## src/rtl/bdp_pkg.sv

```systemverilog
/*
  bdp_pkg: constants and carrier types for the breaker display panel menu sequencer.
  Assumes a 100 MHz clock; all timing is counted as enable pulses from a millisecond divider.
*/
package bdp_pkg;

  // ------------------------------------------------------------
  // timing
  // ------------------------------------------------------------
  localparam int CLK_HZ           = 100_000_000;
  localparam int TICK_MS_NS       = 1_000_000;
  localparam int TICK_CYCLES      = TICK_MS_NS / (1_000_000_000 / CLK_HZ);
  localparam int REVERT_MS        = 4000;
  localparam int SCROLL_MS        = 4000;
  localparam int FLASH_MS         = 1000;
  localparam int PROG_TIMEOUT_MS  = 300_000;
  localparam int VERDICT_MS       = 2000;
  localparam int FLASH_COUNT      = 6;
  localparam int MS_W             = 19;

  // ------------------------------------------------------------
  // sizes and limits
  // ------------------------------------------------------------
  localparam logic [31:0] KILO_LIMIT = 32'h0000270F;  // 9999
  localparam logic [3:0]  DIGIT_MAX  = 4'h9;
  localparam int          PW_DIGITS  = 4;
  localparam logic [4:0]  METER_LAST = 5'h11;
  localparam logic [4:0]  PROG_LAST  = 5'h0F;
  localparam logic [4:0]  IDX_ENERGY = 5'h0E;
  localparam logic [4:0]  IDX_REACT  = 5'h0F;
  localparam logic [4:0]  IDX_PF     = 5'h0A;
  localparam logic [4:0]  IDX_ALOG   = 5'h10;
  localparam logic [4:0]  IDX_TLOG   = 5'h11;
  localparam logic [4:0]  IDX_PWD    = 5'h01;

  // ------------------------------------------------------------
  // measured value selectors
  // ------------------------------------------------------------
  localparam logic [3:0] V_IA   = 4'h0;
  localparam logic [3:0] V_IG   = 4'h3;
  localparam logic [3:0] V_IN   = 4'h4;
  localparam logic [3:0] V_VAB  = 4'h5;
  localparam logic [3:0] V_VLN  = 4'h8;
  localparam logic [3:0] V_KW   = 4'h9;
  localparam logic [3:0] V_KWD  = 4'hA;
  localparam logic [3:0] V_KVA  = 4'hB;
  localparam logic [3:0] V_KQ   = 4'hC;
  localparam logic [3:0] V_PF   = 4'hD;
  localparam logic [3:0] V_HZ   = 4'hE;
  localparam logic [3:0] V_NONE = 4'hF;

  typedef enum logic [2:0] {
    BDP_G_CURR, BDP_G_VOLT, BDP_G_KW, BDP_G_KWD, BDP_G_KVA, BDP_G_KQ, BDP_G_PF, BDP_G_HZ
  } bdp_group_t;

  typedef enum logic [3:0] {
    BDP_MSG_NONE, BDP_MSG_DATA, BDP_MSG_PROG, BDP_MSG_NOLOG, BDP_MSG_ALOG, BDP_MSG_TLOG,
    BDP_MSG_CAUSE, BDP_MSG_CORRECT, BDP_MSG_INCORRECT, BDP_MSG_PWD, BDP_MSG_PWENTRY
  } bdp_msg_t;

  typedef enum logic [1:0] {BDP_SRC_LIVE, BDP_SRC_MAX, BDP_SRC_MIN} bdp_src_t;

  // keys as raw levels at the port; bdp_menu edge-detects them into one-cycle press pulses
  typedef struct packed {
    logic up;
    logic down;
    logic read;
    logic enter;
    logic maxk;
    logic mink;
  } bdp_keys_t;

  // log record from the trip unit
  typedef struct packed {
    logic       valid;
    logic [4:0] cause;
    bdp_group_t group;
  } bdp_log_t;

  // what the display should show
  typedef struct packed {
    bdp_msg_t   msg;
    logic [4:0] window;
    logic [4:0] cause;
    logic [3:0] value_sel;
    bdp_src_t   source;
    logic       mega;
    logic       pf_lead_flag;
    logic       blank;
    logic [15:0] pw_digits;
    logic [3:0] pw_cursor;
    logic       edit_ok;
  } bdp_disp_t;

endpackage

```

## src/rtl/bdp_menu.sv

```systemverilog
/*
  bdp_menu: menu and announcement sequencer of the breaker display panel.
  Assumes keys arrive as raw levels from pins; trip unit data is on clk but breaker/relay pins are synchronised here.
*/
`timescale 1ns/10ps
// What this block does
// - energy readouts switch to mega above 9999
// - max/min keys show stored extreme values
// - extreme view reverts to live after 4s
// - up/down from extreme goes to next live
// - max power factor shows lead or lag
// - alarm log read steps cause then values
// - up/down on log window moves window
// - no alarm record shows no-log message
// - alarm cause maps message and value set
// - alarm relay flashes title then shows cause
// - alarm announcement repeats until key press
// - trip log browsed like alarm log
// - trip cause maps message and value set
// - breaker trip flashes title, repeats until close/key
// - close restarts scrolling, key gives manual
// - trip announcement outranks alarm announcement
// - edits need password, viewing does not
// - program mode times out to data after 5min
// - password window: skip or start entry
// - digits entered right to left, cycling 0-9
// - final digit shows correct/incorrect verdict
// - verdict returns to password window
// - read+enter toggles modes from start
// - data mode auto-scrolls every 4s idle
module bdp_menu
  import bdp_pkg::*;
#(
  parameter int TICK_DIV = TICK_CYCLES
) (
  // clock and reset
  input  wire logic        clk,
  input  wire logic        rst_n,
  // operator keypad, raw levels
  input  wire bdp_keys_t   keys_raw,
  // trip unit
  input  wire logic        alarm_relay_raw,
  input  wire logic        breaker_closed_raw,
  input  wire bdp_log_t    alarm_log,
  input  wire bdp_log_t    trip_log,
  input  wire logic [31:0] energy_kwh,
  input  wire logic [31:0] energy_kqh,
  input  wire logic        pf_max_leading,
  input  wire logic [1:0]  options_gn,
  input  wire logic [15:0] password_stored,
  // display
  output bdp_disp_t        disp
);

  // ------------------------------------------------------------
  // reset release and synchronisers
  // ------------------------------------------------------------
  logic [1:0] rst_sync_reg;
  logic       rst_n_i;
  always_ff @(posedge clk or negedge rst_n) begin
    if (!rst_n) rst_sync_reg <= 2'h0;
    else rst_sync_reg <= {rst_sync_reg[0], 1'b1};
  end
  assign rst_n_i = rst_sync_reg[1];

  bdp_keys_t keys_s1_reg, keys_s2_reg, keys_old_reg, kp;
  logic [1:0] alm_sync_reg, brk_sync_reg;
  logic alm_old_reg, brk_old_reg;
  always_ff @(posedge clk or negedge rst_n_i) begin
    if (!rst_n_i) begin
      keys_s1_reg  <= '0;
      keys_s2_reg  <= '0;
      keys_old_reg <= '0;
      alm_sync_reg <= 2'h0;
      brk_sync_reg <= 2'h3;
      alm_old_reg  <= 1'b0;
      brk_old_reg  <= 1'b1;
    end else begin
      keys_s1_reg  <= keys_raw;
      keys_s2_reg  <= keys_s1_reg;
      keys_old_reg <= keys_s2_reg;
      alm_sync_reg <= {alm_sync_reg[0], alarm_relay_raw};
      brk_sync_reg <= {brk_sync_reg[0], breaker_closed_raw};
      alm_old_reg  <= alm_sync_reg[1];
      brk_old_reg  <= brk_sync_reg[1];
    end
  end
  assign kp = keys_s2_reg & ~keys_old_reg;
  wire any_key  = |kp;
  wire toggle   = kp.read & kp.enter;
  wire alm_rise = alm_sync_reg[1] & ~alm_old_reg;
  wire brk_trip = ~brk_sync_reg[1] & brk_old_reg;
  wire brk_close = brk_sync_reg[1] & ~brk_old_reg;

  // ------------------------------------------------------------
  // millisecond enable and idle timer
  // ------------------------------------------------------------
  logic [16:0]     div_reg;
  logic            ms_tick;
  logic [MS_W-1:0] idle_ms_reg;
  logic [MS_W-1:0] step_ms_reg;
  always_ff @(posedge clk or negedge rst_n_i) begin
    if (!rst_n_i) div_reg <= '0;
    else if (div_reg == 17'(TICK_DIV - 1)) div_reg <= '0;
    else div_reg <= div_reg + 17'h1;
  end
  assign ms_tick = (div_reg == 17'(TICK_DIV - 1));

  typedef enum logic [3:0] {
    S_LIVE, S_EXTREME, S_LOGWIN, S_LOGCAUSE, S_LOGVAL, S_FLASH, S_ANN_CAUSE, S_ANN_VAL,
    S_PROG, S_PWENTRY, S_VERDICT
  } bdp_state_t;
  bdp_state_t state_reg;

  // any key restarts both inactivity timers
  always_ff @(posedge clk or negedge rst_n_i) begin
    if (!rst_n_i) idle_ms_reg <= '0;
    else if (any_key) idle_ms_reg <= '0;
    else if (ms_tick && idle_ms_reg != {MS_W{1'b1}}) idle_ms_reg <= idle_ms_reg + 1'b1;
  end
  wire idle_4s   = ms_tick && idle_ms_reg == MS_W'(REVERT_MS - 1);
  wire idle_prog = ms_tick && idle_ms_reg == MS_W'(PROG_TIMEOUT_MS - 1);

  // ------------------------------------------------------------
  // cause decode: first value and next value of each group
  // ------------------------------------------------------------
  function automatic logic [3:0] grp_first(input bdp_group_t g);
    case (g)
      BDP_G_CURR: grp_first = V_IA;
      BDP_G_VOLT: grp_first = V_VAB;
      BDP_G_KW:   grp_first = V_KW;
      BDP_G_KWD:  grp_first = V_KWD;
      BDP_G_KVA:  grp_first = V_KVA;
      BDP_G_KQ:   grp_first = V_KQ;
      BDP_G_PF:   grp_first = V_PF;
      default:    grp_first = V_HZ;
    endcase
  endfunction

  // next value after v in group g, V_NONE when done; optional currents skipped
  function automatic logic [3:0] grp_next(input bdp_group_t g, input logic [3:0] v,
                                          input logic [1:0] opt, input logic trip);
    logic [3:0] n;
    n = v + 4'h1;
    case (g)
      BDP_G_CURR: begin
        if (n == V_IG && !opt[0]) n = V_IN;
        if (n == V_IN && !opt[1]) n = V_NONE;
        if (n > V_IN) n = V_NONE;
      end
      BDP_G_VOLT: n = (v == V_VLN) ? V_NONE : n;
      BDP_G_KW:   n = trip ? ((v == V_KW) ? V_KVA : (v == V_KVA) ? V_KQ : V_NONE) : V_NONE;
      BDP_G_HZ:   n = trip ? ((v == V_HZ) ? V_VAB : (v == V_VLN) ? V_NONE : n) : V_NONE;
      default:    n = V_NONE;
    endcase
    grp_next = n;
  endfunction

  // ------------------------------------------------------------
  // menu state
  // ------------------------------------------------------------
  logic       prog_reg, edit_ok_reg, auto_reg, ann_trip_reg, alm_pend_reg, trip_pend_reg;
  logic [4:0] win_reg;
  logic [3:0] val_reg;
  bdp_src_t   src_reg;
  logic [2:0] flash_cnt_reg;
  logic [15:0] pw_reg;
  logic [1:0] cur_reg;
  logic       verdict_ok_reg;
  bdp_log_t   cur_log;
  wire        on_trip = (win_reg == IDX_TLOG);
  assign cur_log = (state_reg inside {S_FLASH, S_ANN_CAUSE, S_ANN_VAL})
                   ? (ann_trip_reg ? trip_log : alarm_log) : (on_trip ? trip_log : alarm_log);
  wire log_trip = (state_reg inside {S_FLASH, S_ANN_CAUSE, S_ANN_VAL}) ? ann_trip_reg : on_trip;
  wire [3:0] val_nx = grp_next(cur_log.group, val_reg, options_gn, log_trip);
  wire [3:0] pw_dig = pw_reg[cur_reg*4 +: 4];

  // pending events: set wins over clear
  always_ff @(posedge clk or negedge rst_n_i) begin
    if (!rst_n_i) begin
      alm_pend_reg  <= 1'b0;
      trip_pend_reg <= 1'b0;
    end else begin
      alm_pend_reg  <= alm_rise | (alm_pend_reg & ~(state_reg == S_FLASH && !ann_trip_reg));
      trip_pend_reg <= brk_trip | (trip_pend_reg & ~(state_reg == S_FLASH && ann_trip_reg));
    end
  end

  always_ff @(posedge clk or negedge rst_n_i) begin
    if (!rst_n_i) begin
      state_reg <= S_LIVE; prog_reg <= 1'b0; edit_ok_reg <= 1'b0; auto_reg <= 1'b1;
      win_reg <= '0; val_reg <= V_NONE; src_reg <= BDP_SRC_LIVE; ann_trip_reg <= 1'b0;
      flash_cnt_reg <= '0; step_ms_reg <= '0; pw_reg <= '0; cur_reg <= '0; verdict_ok_reg <= 1'b0;
    end else begin
      if (ms_tick) step_ms_reg <= step_ms_reg + 1'b1;
      if (toggle) begin
        prog_reg <= ~prog_reg; win_reg <= '0; src_reg <= BDP_SRC_LIVE; step_ms_reg <= '0;
        edit_ok_reg <= 1'b0;
        auto_reg <= prog_reg;
        state_reg <= prog_reg ? S_LIVE : S_PROG;
      end else if (!prog_reg && (trip_pend_reg || alm_pend_reg) &&
                   !(state_reg inside {S_FLASH, S_ANN_CAUSE, S_ANN_VAL} && ann_trip_reg)) begin
        ann_trip_reg <= trip_pend_reg;
        state_reg <= S_FLASH; flash_cnt_reg <= '0; step_ms_reg <= '0;
      end else begin
        case (state_reg)
          S_LIVE: begin
            if (kp.maxk || kp.mink) begin
              src_reg <= kp.maxk ? BDP_SRC_MAX : BDP_SRC_MIN; state_reg <= S_EXTREME;
            end else if (kp.up || kp.down) begin
              auto_reg <= 1'b0;
              win_reg <= kp.up ? (win_reg == 5'h0 ? METER_LAST : win_reg - 5'h1)
                               : (win_reg == METER_LAST ? 5'h0 : win_reg + 5'h1);
              if ((kp.up ? (win_reg == 5'h0 ? METER_LAST : win_reg - 5'h1) : win_reg + 5'h1)
                  inside {IDX_ALOG, IDX_TLOG}) state_reg <= S_LOGWIN;
            end else if (any_key) auto_reg <= 1'b0;
            // only re-arm when stopped, else the first scroll step after power-up is lost
            else if (idle_4s && !auto_reg) begin auto_reg <= 1'b1; step_ms_reg <= '0; end
            else if (auto_reg && ms_tick && step_ms_reg == MS_W'(SCROLL_MS - 1)) begin
              step_ms_reg <= '0;
              win_reg <= (win_reg >= IDX_ALOG - 5'h1) ? 5'h0 : win_reg + 5'h1;
            end
          end
          S_EXTREME: begin
            if (kp.maxk || kp.mink) src_reg <= kp.maxk ? BDP_SRC_MAX : BDP_SRC_MIN;
            else if (kp.up || kp.down) begin
              src_reg <= BDP_SRC_LIVE; state_reg <= S_LIVE;
              win_reg <= kp.up ? (win_reg == 5'h0 ? IDX_ALOG - 5'h1 : win_reg - 5'h1)
                               : (win_reg == IDX_ALOG - 5'h1 ? 5'h0 : win_reg + 5'h1);
            end else if (idle_4s) begin src_reg <= BDP_SRC_LIVE; state_reg <= S_LIVE; end
          end
          S_LOGWIN: begin
            if (kp.read) state_reg <= S_LOGCAUSE;
            else if (kp.up || kp.down) begin
              win_reg <= kp.up ? win_reg - 5'h1 : (win_reg == METER_LAST ? 5'h0 : win_reg + 5'h1);
              if (!((kp.up ? win_reg - 5'h1 : win_reg + 5'h1) inside {IDX_ALOG, IDX_TLOG})) state_reg <= S_LIVE;
            end
          end
          S_LOGCAUSE: if (kp.read || kp.down) begin
            if (cur_log.valid) begin val_reg <= grp_first(cur_log.group); state_reg <= S_LOGVAL; end
            else state_reg <= S_LOGWIN;
          end
          S_LOGVAL: if (kp.read || kp.down) begin
            val_reg <= val_nx;
            if (val_nx == V_NONE) state_reg <= S_LOGWIN;
          end
          S_FLASH: begin
            if (any_key) begin state_reg <= S_LIVE; auto_reg <= 1'b0; end
            else if (ann_trip_reg && brk_close) begin state_reg <= S_LIVE; auto_reg <= 1'b1; end
            else if (ms_tick && step_ms_reg == MS_W'(FLASH_MS - 1)) begin
              step_ms_reg <= '0;
              flash_cnt_reg <= flash_cnt_reg + 3'h1;
              if (flash_cnt_reg == 3'(FLASH_COUNT - 1)) state_reg <= S_ANN_CAUSE;
            end
          end
          S_ANN_CAUSE, S_ANN_VAL: begin
            if (any_key) begin state_reg <= S_LIVE; auto_reg <= 1'b0; end
            else if (ann_trip_reg && brk_close) begin state_reg <= S_LIVE; auto_reg <= 1'b1; end
            else if (ms_tick && step_ms_reg == MS_W'(SCROLL_MS - 1)) begin
              step_ms_reg <= '0;
              if (state_reg == S_ANN_CAUSE && cur_log.valid) begin
                val_reg <= grp_first(cur_log.group); state_reg <= S_ANN_VAL;
              end else if (state_reg == S_ANN_VAL && val_nx != V_NONE) val_reg <= val_nx;
              else begin state_reg <= S_FLASH; flash_cnt_reg <= '0; end
            end
          end
          S_PROG: begin
            if (idle_prog) begin
              prog_reg <= 1'b0; auto_reg <= 1'b1; win_reg <= '0; state_reg <= S_LIVE; step_ms_reg <= '0;
            end else if (kp.up || kp.down)
              win_reg <= kp.up ? (win_reg == 5'h0 ? PROG_LAST : win_reg - 5'h1)
                               : (win_reg == PROG_LAST ? 5'h0 : win_reg + 5'h1);
            else if (win_reg == IDX_PWD && (kp.enter || kp.read)) begin
              pw_reg <= '0; cur_reg <= '0; state_reg <= S_PWENTRY;
            end
          end
          S_PWENTRY: begin
            if (idle_prog) begin prog_reg <= 1'b0; auto_reg <= 1'b1; win_reg <= '0; state_reg <= S_LIVE; end
            else if (kp.up) pw_reg[cur_reg*4 +: 4] <= (pw_dig == DIGIT_MAX) ? 4'h0 : pw_dig + 4'h1;
            else if (kp.down) pw_reg[cur_reg*4 +: 4] <= (pw_dig == 4'h0) ? DIGIT_MAX : pw_dig - 4'h1;
            else if (kp.enter) begin
              cur_reg <= cur_reg + 2'h1;
              if (cur_reg == 2'(PW_DIGITS - 1)) begin
                verdict_ok_reg <= (pw_reg == password_stored);
                edit_ok_reg <= (pw_reg == password_stored);
                state_reg <= S_VERDICT; step_ms_reg <= '0;
              end
            end
          end
          S_VERDICT: if (ms_tick && step_ms_reg == MS_W'(VERDICT_MS - 1)) state_reg <= S_PROG;
          default: state_reg <= S_LIVE;
        endcase
      end
    end
  end

  // ------------------------------------------------------------
  // display output; flashing digit and title blank while bit 9 of the millisecond step count is set
  // ------------------------------------------------------------
  wire [31:0] sel_energy = (win_reg == IDX_ENERGY) ? energy_kwh : energy_kqh;
  always_ff @(posedge clk or negedge rst_n_i) begin
    if (!rst_n_i) disp <= '0;
    else begin
      disp.window       <= win_reg;
      disp.source       <= src_reg;
      disp.cause        <= cur_log.cause;
      disp.value_sel    <= (state_reg inside {S_LOGVAL, S_ANN_VAL}) ? val_reg : V_NONE;
      disp.mega         <= (win_reg inside {IDX_ENERGY, IDX_REACT}) && sel_energy > KILO_LIMIT;
      disp.pf_lead_flag <= state_reg == S_EXTREME && src_reg == BDP_SRC_MAX && win_reg == IDX_PF
                           && pf_max_leading;
      disp.blank        <= (state_reg inside {S_FLASH, S_PWENTRY}) && step_ms_reg[9];
      disp.pw_digits    <= pw_reg;
      disp.pw_cursor    <= (state_reg == S_PWENTRY) ? 4'(4'h1 << cur_reg) : 4'h0;
      disp.edit_ok      <= edit_ok_reg;
      case (state_reg)
        S_LOGWIN, S_FLASH: disp.msg <= log_trip ? BDP_MSG_TLOG : BDP_MSG_ALOG;
        S_LOGCAUSE, S_ANN_CAUSE: disp.msg <= cur_log.valid ? BDP_MSG_CAUSE : BDP_MSG_NOLOG;
        S_PROG:    disp.msg <= (win_reg == IDX_PWD) ? BDP_MSG_PWD : BDP_MSG_PROG;
        S_PWENTRY: disp.msg <= BDP_MSG_PWENTRY;
        S_VERDICT: disp.msg <= verdict_ok_reg ? BDP_MSG_CORRECT : BDP_MSG_INCORRECT;
        default:   disp.msg <= BDP_MSG_DATA;
      endcase
    end
  end
endmodule

```

## config.mk

```make
export PLATFORM = sky130hd
export DESIGN_NAME = bdp_menu
export DESIGN_NICKNAME = d
export VERILOG_FILES = /design/src/rtl/bdp_pkg.sv /design/src/rtl/bdp_menu.sv
export SDC_FILE = /design/constraint.sdc
export NUM_CORES = 1
export LEC_CHECK = 0
export ABC_AREA = 1
export BUFFER_PORTS_ARGS = -buffer_cell sky130_fd_sc_hd__buf_2
export CORE_MARGIN = 1.5
export CORE_UTILIZATION = 45
export DETAILED_ROUTE_END_ITERATION = 8
export PLACE_DENSITY = 0.68
export SYNTH_ARGS = -nofsm -noshare
export SYNTH_HDL_FRONTEND = slang
export SYNTH_SLANG_ARGS = --single-unit
```

## constraint.sdc

```tcl
create_clock -name clk -period 4.8 [get_ports clk]
set_clock_uncertainty 0.2 [all_clocks]
set_input_delay 0.72 -clock clk [delete_from_list [all_inputs] [get_ports clk]]
set_output_delay 0.72 -clock clk [all_outputs]
set_load 0.01 [all_outputs]
```

==> impl_metrics.tcl <==
set metrics [dict create \
    synthFlopType "dfrtp_1" \
    start_util_pct 46.0 \
    synth_nets 1398 \
    clockBufferDepth 2 \
    io_buffer_count 146 \
    worstSetupPathType "reg2reg" \
    power_per_cell_area_nw_per_um2 457 \
    dr.pass1.iters 5 \
    p_total_uw 5330 \
    power.switching_fraction_pct 42.0 \
    yosys_warnings 0 \
    first_iter_violations 616 \
    cp.arrival_ns 3.39 \
    synth_seq_cells 168 \
    path_cells "inv_1 > nor2_2 > inv_4 > nand2_1 > inv_2 > nand3_2 > nor2_4 > nor2_1 > a211oi_1 > nand3_1 > a31oi_1 > a21oi_1" \
    die-height_um 152 \
    worst_slack_ns 1.50 \
    core_area_um2 21800 \
    dp_slack_ns 1.57 \
    num_vias 8983 \
    grt.overflow.total 0 \
    hold_path_class "reg2reg" \
    cts_tree "done" \
    power.internal_uw 3090 \
    critPathSlowestCell "nand3_1" \
    place_congestion 0.936 \
    hold_violations 0 \
    synth_top_family_by_area "simple AND/OR/NAND/NOR gates" \
    setup_viol 0 \
    wire_per_inst_um 14.7 \
    status "complete, no violations" \
    wl_um 25100 \
    p_sw_uw 2240 \
    startpoint_type "flip-flop" \
    insertion_delay_ns 0.44 \
    worstMarginPinSlew_ns 0.869 \
    p_clk_share_pct 25.8 \
    synth_cell_types 61 \
    fin_tns_setup_ns 0 \
    timing.rr.start "keys_s2_reg[5]" \
    r2r_cells 12 \
    avgViaCountPerCell 5.25 \
    seq_power_share_pct 35.1 \
    hpwl_um 19200 \
    combinationalPowerShare_pct 39.1 \
    clock-sinks 168 \
    seqCellArea_um2 4220 \
    max_freq_mhz 303 \
    synth.area.mux_share_pct 0.0997 \
    n_antenna_cell 0 \
    grt_pass1_vias 8471 \
    synthAdderAreaFrac_pct 3.12 \
    detail_route.drc_violations 0 \
    path_buf_inv 3 \
    syn_area_um2 10000 \
    multi_input_area_um2 5090 \
    yosys.area_share.simple_pct 32.9 \
    dieWidth_um 152 \
    crit_path_end_kind "flip-flop" \
    fillCellCount 2064 \
    cts_root_buf "clkbuf_16" \
    ys_seq_area_share_pct 42.0 \
    drive_above_1_share_pct 20.2 \
    cp_top_family "simple AND/OR/NAND/NOR gates" \
    worstSetupEndpoint "win_reg[1]" \
    synth_xor_area_share_pct 3.14 \
    rows 54 \
    required_ns 4.89 \
    crit_path_start "keys_s2_reg[5]" \
    antenna_found_initial 0 \
    grt_pass1_wl_um 41500 \
    peakVddDrop_mv 0.269 \
    regToRegSetupSlack_ns 1.50 \
    cts_max_level 4 \
    synth_edf_count 0 \
    die_area_um2 23200 \
    synth.avg_cell_area_um2 7.96 \
    cp_num_cells 12 \
    maxSlewViolCount 0 \
    antenna_left 0 \
    synth_compound_area_share_pct 11.4 \
    slowest_delay_ns 0.41 \
    rsz0062_at_grt "no" \
    largest_register_ffs 44 \
    p_leak_uw 0.00548 \
    final_util_pct 53.5 \
    min_period_ns 3.30 \
    grt_use_total_pct 21.7 \
    synthToLayoutAreaGrowth_pct 16.3 \
    io_pins 155 \
    nets 1553 \
    fin_crit_sh_pct 68.7 \
    synthCells 1262 \
    max_cap_violations 0 \
    clk_pin_slew_ns 0.07 \
    grt_start_max_net_pins 69 \
    slew_headroom_pct 42.1 \
    cts_buffers 17 \
    critPathMaxFanout 17 \
    rr_endpoint "win_reg[1]" \
    synthArstFlopShare_pct 100 \
]
==> placed cells by master (no fill, tap or decap), types with 8 or more instances in the layout <==
cell type,Yosys,final
nand2_1,233,233
nor2_1,171,171
dfrtp_1,160,159
inv_1,151,151
buf_2,5,146
nand3_1,88,88
o21ai_0,58,58
a21oi_1,55,55
nor3_1,39,39
nand4_1,31,31
nor4_1,25,25
ha_1,25,25
xor2_1,22,22
clkbuf_16,0,17
nor2_2,14,14
xnor2_1,14,14
nand2_4,12,12
inv_2,11,11
o211ai_1,10,10
a31oi_1,10,10
nand2_2,8,8
o22ai_1,8,8
dfstp_2,8,8
==> final cells by class <==
cell class | count | area share [%]
inverter | 170 | 5.57
clock buffer | 18 | 3.76
multi-input combinational | 909 | 43.6
tap | 280 | 3.00
clock inverter | 14 | 1.35
sequential | 168 | 36.1
timing repair buffer | 151 | 6.60
==> routing by layer <==
| metal | vias up | track usage (%) | part of all wire [%] |
|---|---|---|---|
| met4 | 0 | 6.75 | 1.7 |
| met5 | - | 0 | 0 |
| met3 | 37 | 3.56 | 5.4 |
| met2 | 258 | 33.6 | 45 |
| met1 | 4182 | 31.2 | 47 |
| li1 | 4506 | - | - |
==> kinds of logic (layout without fill, tap and decap cells) <==
family                     Yosys count  in the layout
and+or+nand+nor                    664            664
buffers and inverters              185            353
AOI/OAI and AO/OA                  182            182
DFF                                168            168
xor gates and xnor gates            36             36
adders and majority gates           25             25
other                                1              1
muxes                                1              1
==> power groups by stage <==
| stage | logic (µW) | registers, µW | clock network [µW] |
|---|---|---|---|
| detailed placement | 2050 | 1890 | 0 |
| global route | 2320 | 1900 | 1480 |
| finish | 2080 | 1870 | 1380 |
| global placement | 2040 | 1890 | 0 |
| floorplan | 1550 | 1850 | 0 |
| CTS | 2060 | 1870 | 1410 |
==> cells in the mapped netlist (6+ instances only) <==
cell / number / area (µm²)
xnor2_1: 14 / 123
dfrtp_1: 160 / 4000
nand2_1: 233 / 875
nand3_2: 7 / 70.1
nand3_1: 88 / 440
nand4_1: 31 / 194
a31oi_1: 10 / 62.6
o211ai_1: 10 / 75.1
nor2_1: 171 / 642
inv_2: 11 / 41.3
ha_1: 25 / 313
inv_1: 151 / 567
nor3_1: 39 / 195
nand2_2: 8 / 50.1
nor4_1: 25 / 156
xor2_1: 22 / 193
nor2_2: 14 / 87.6
a21oi_1: 55 / 275
nand2_4: 12 / 135
o21ai_0: 58 / 290
o22ai_1: 8 / 50.1
dfstp_2: 8 / 210
or2_2: 7 / 43.8
a211oi_1: 6 / 45.0
o31ai_1: 6 / 45.0
==> how the worst min path moves through the flow <==
stage                    start              end  cells past startpoint
2_1_floorplan  rst_sync_reg[0]  rst_sync_reg[1]                      0
3_3_place_gp   rst_sync_reg[0]  rst_sync_reg[1]                      0
3_5_place_dp   alm_sync_reg[0]  alm_sync_reg[1]                      0
4_1_cts        alm_sync_reg[0]  alm_sync_reg[1]                      0
5_1_grt         keys_s1_reg[5]   keys_s2_reg[5]                      0
6_report       alm_sync_reg[0]  alm_sync_reg[1]                      0
==> repair_timing <==
| item | CTS | global route |
|---|---|---|
| hold endpoints to repair | 2 | 0 |
| endpoints found under the setup margin | 0 | 0 |
| setup buffers | 0 | 0 |
| hold buffers | 1 | 0 |
| resized for setup | 0 | 0 |
==> through the flow <==
step | instance area [µm²] | hold slack [ns] | instances
floorplan | 10000 | 0.131 | 1262
global placement | 11100 | 0.134 | 1677
detailed placement | 11100 | 0.135 | 1677
CTS | 11700 | 0.151 | 1710
global route | 11700 | 0.156 | 1710
finish | 11700 | 0.149 | 1710
No activity file was read; power rests on OpenSTA's default activity.
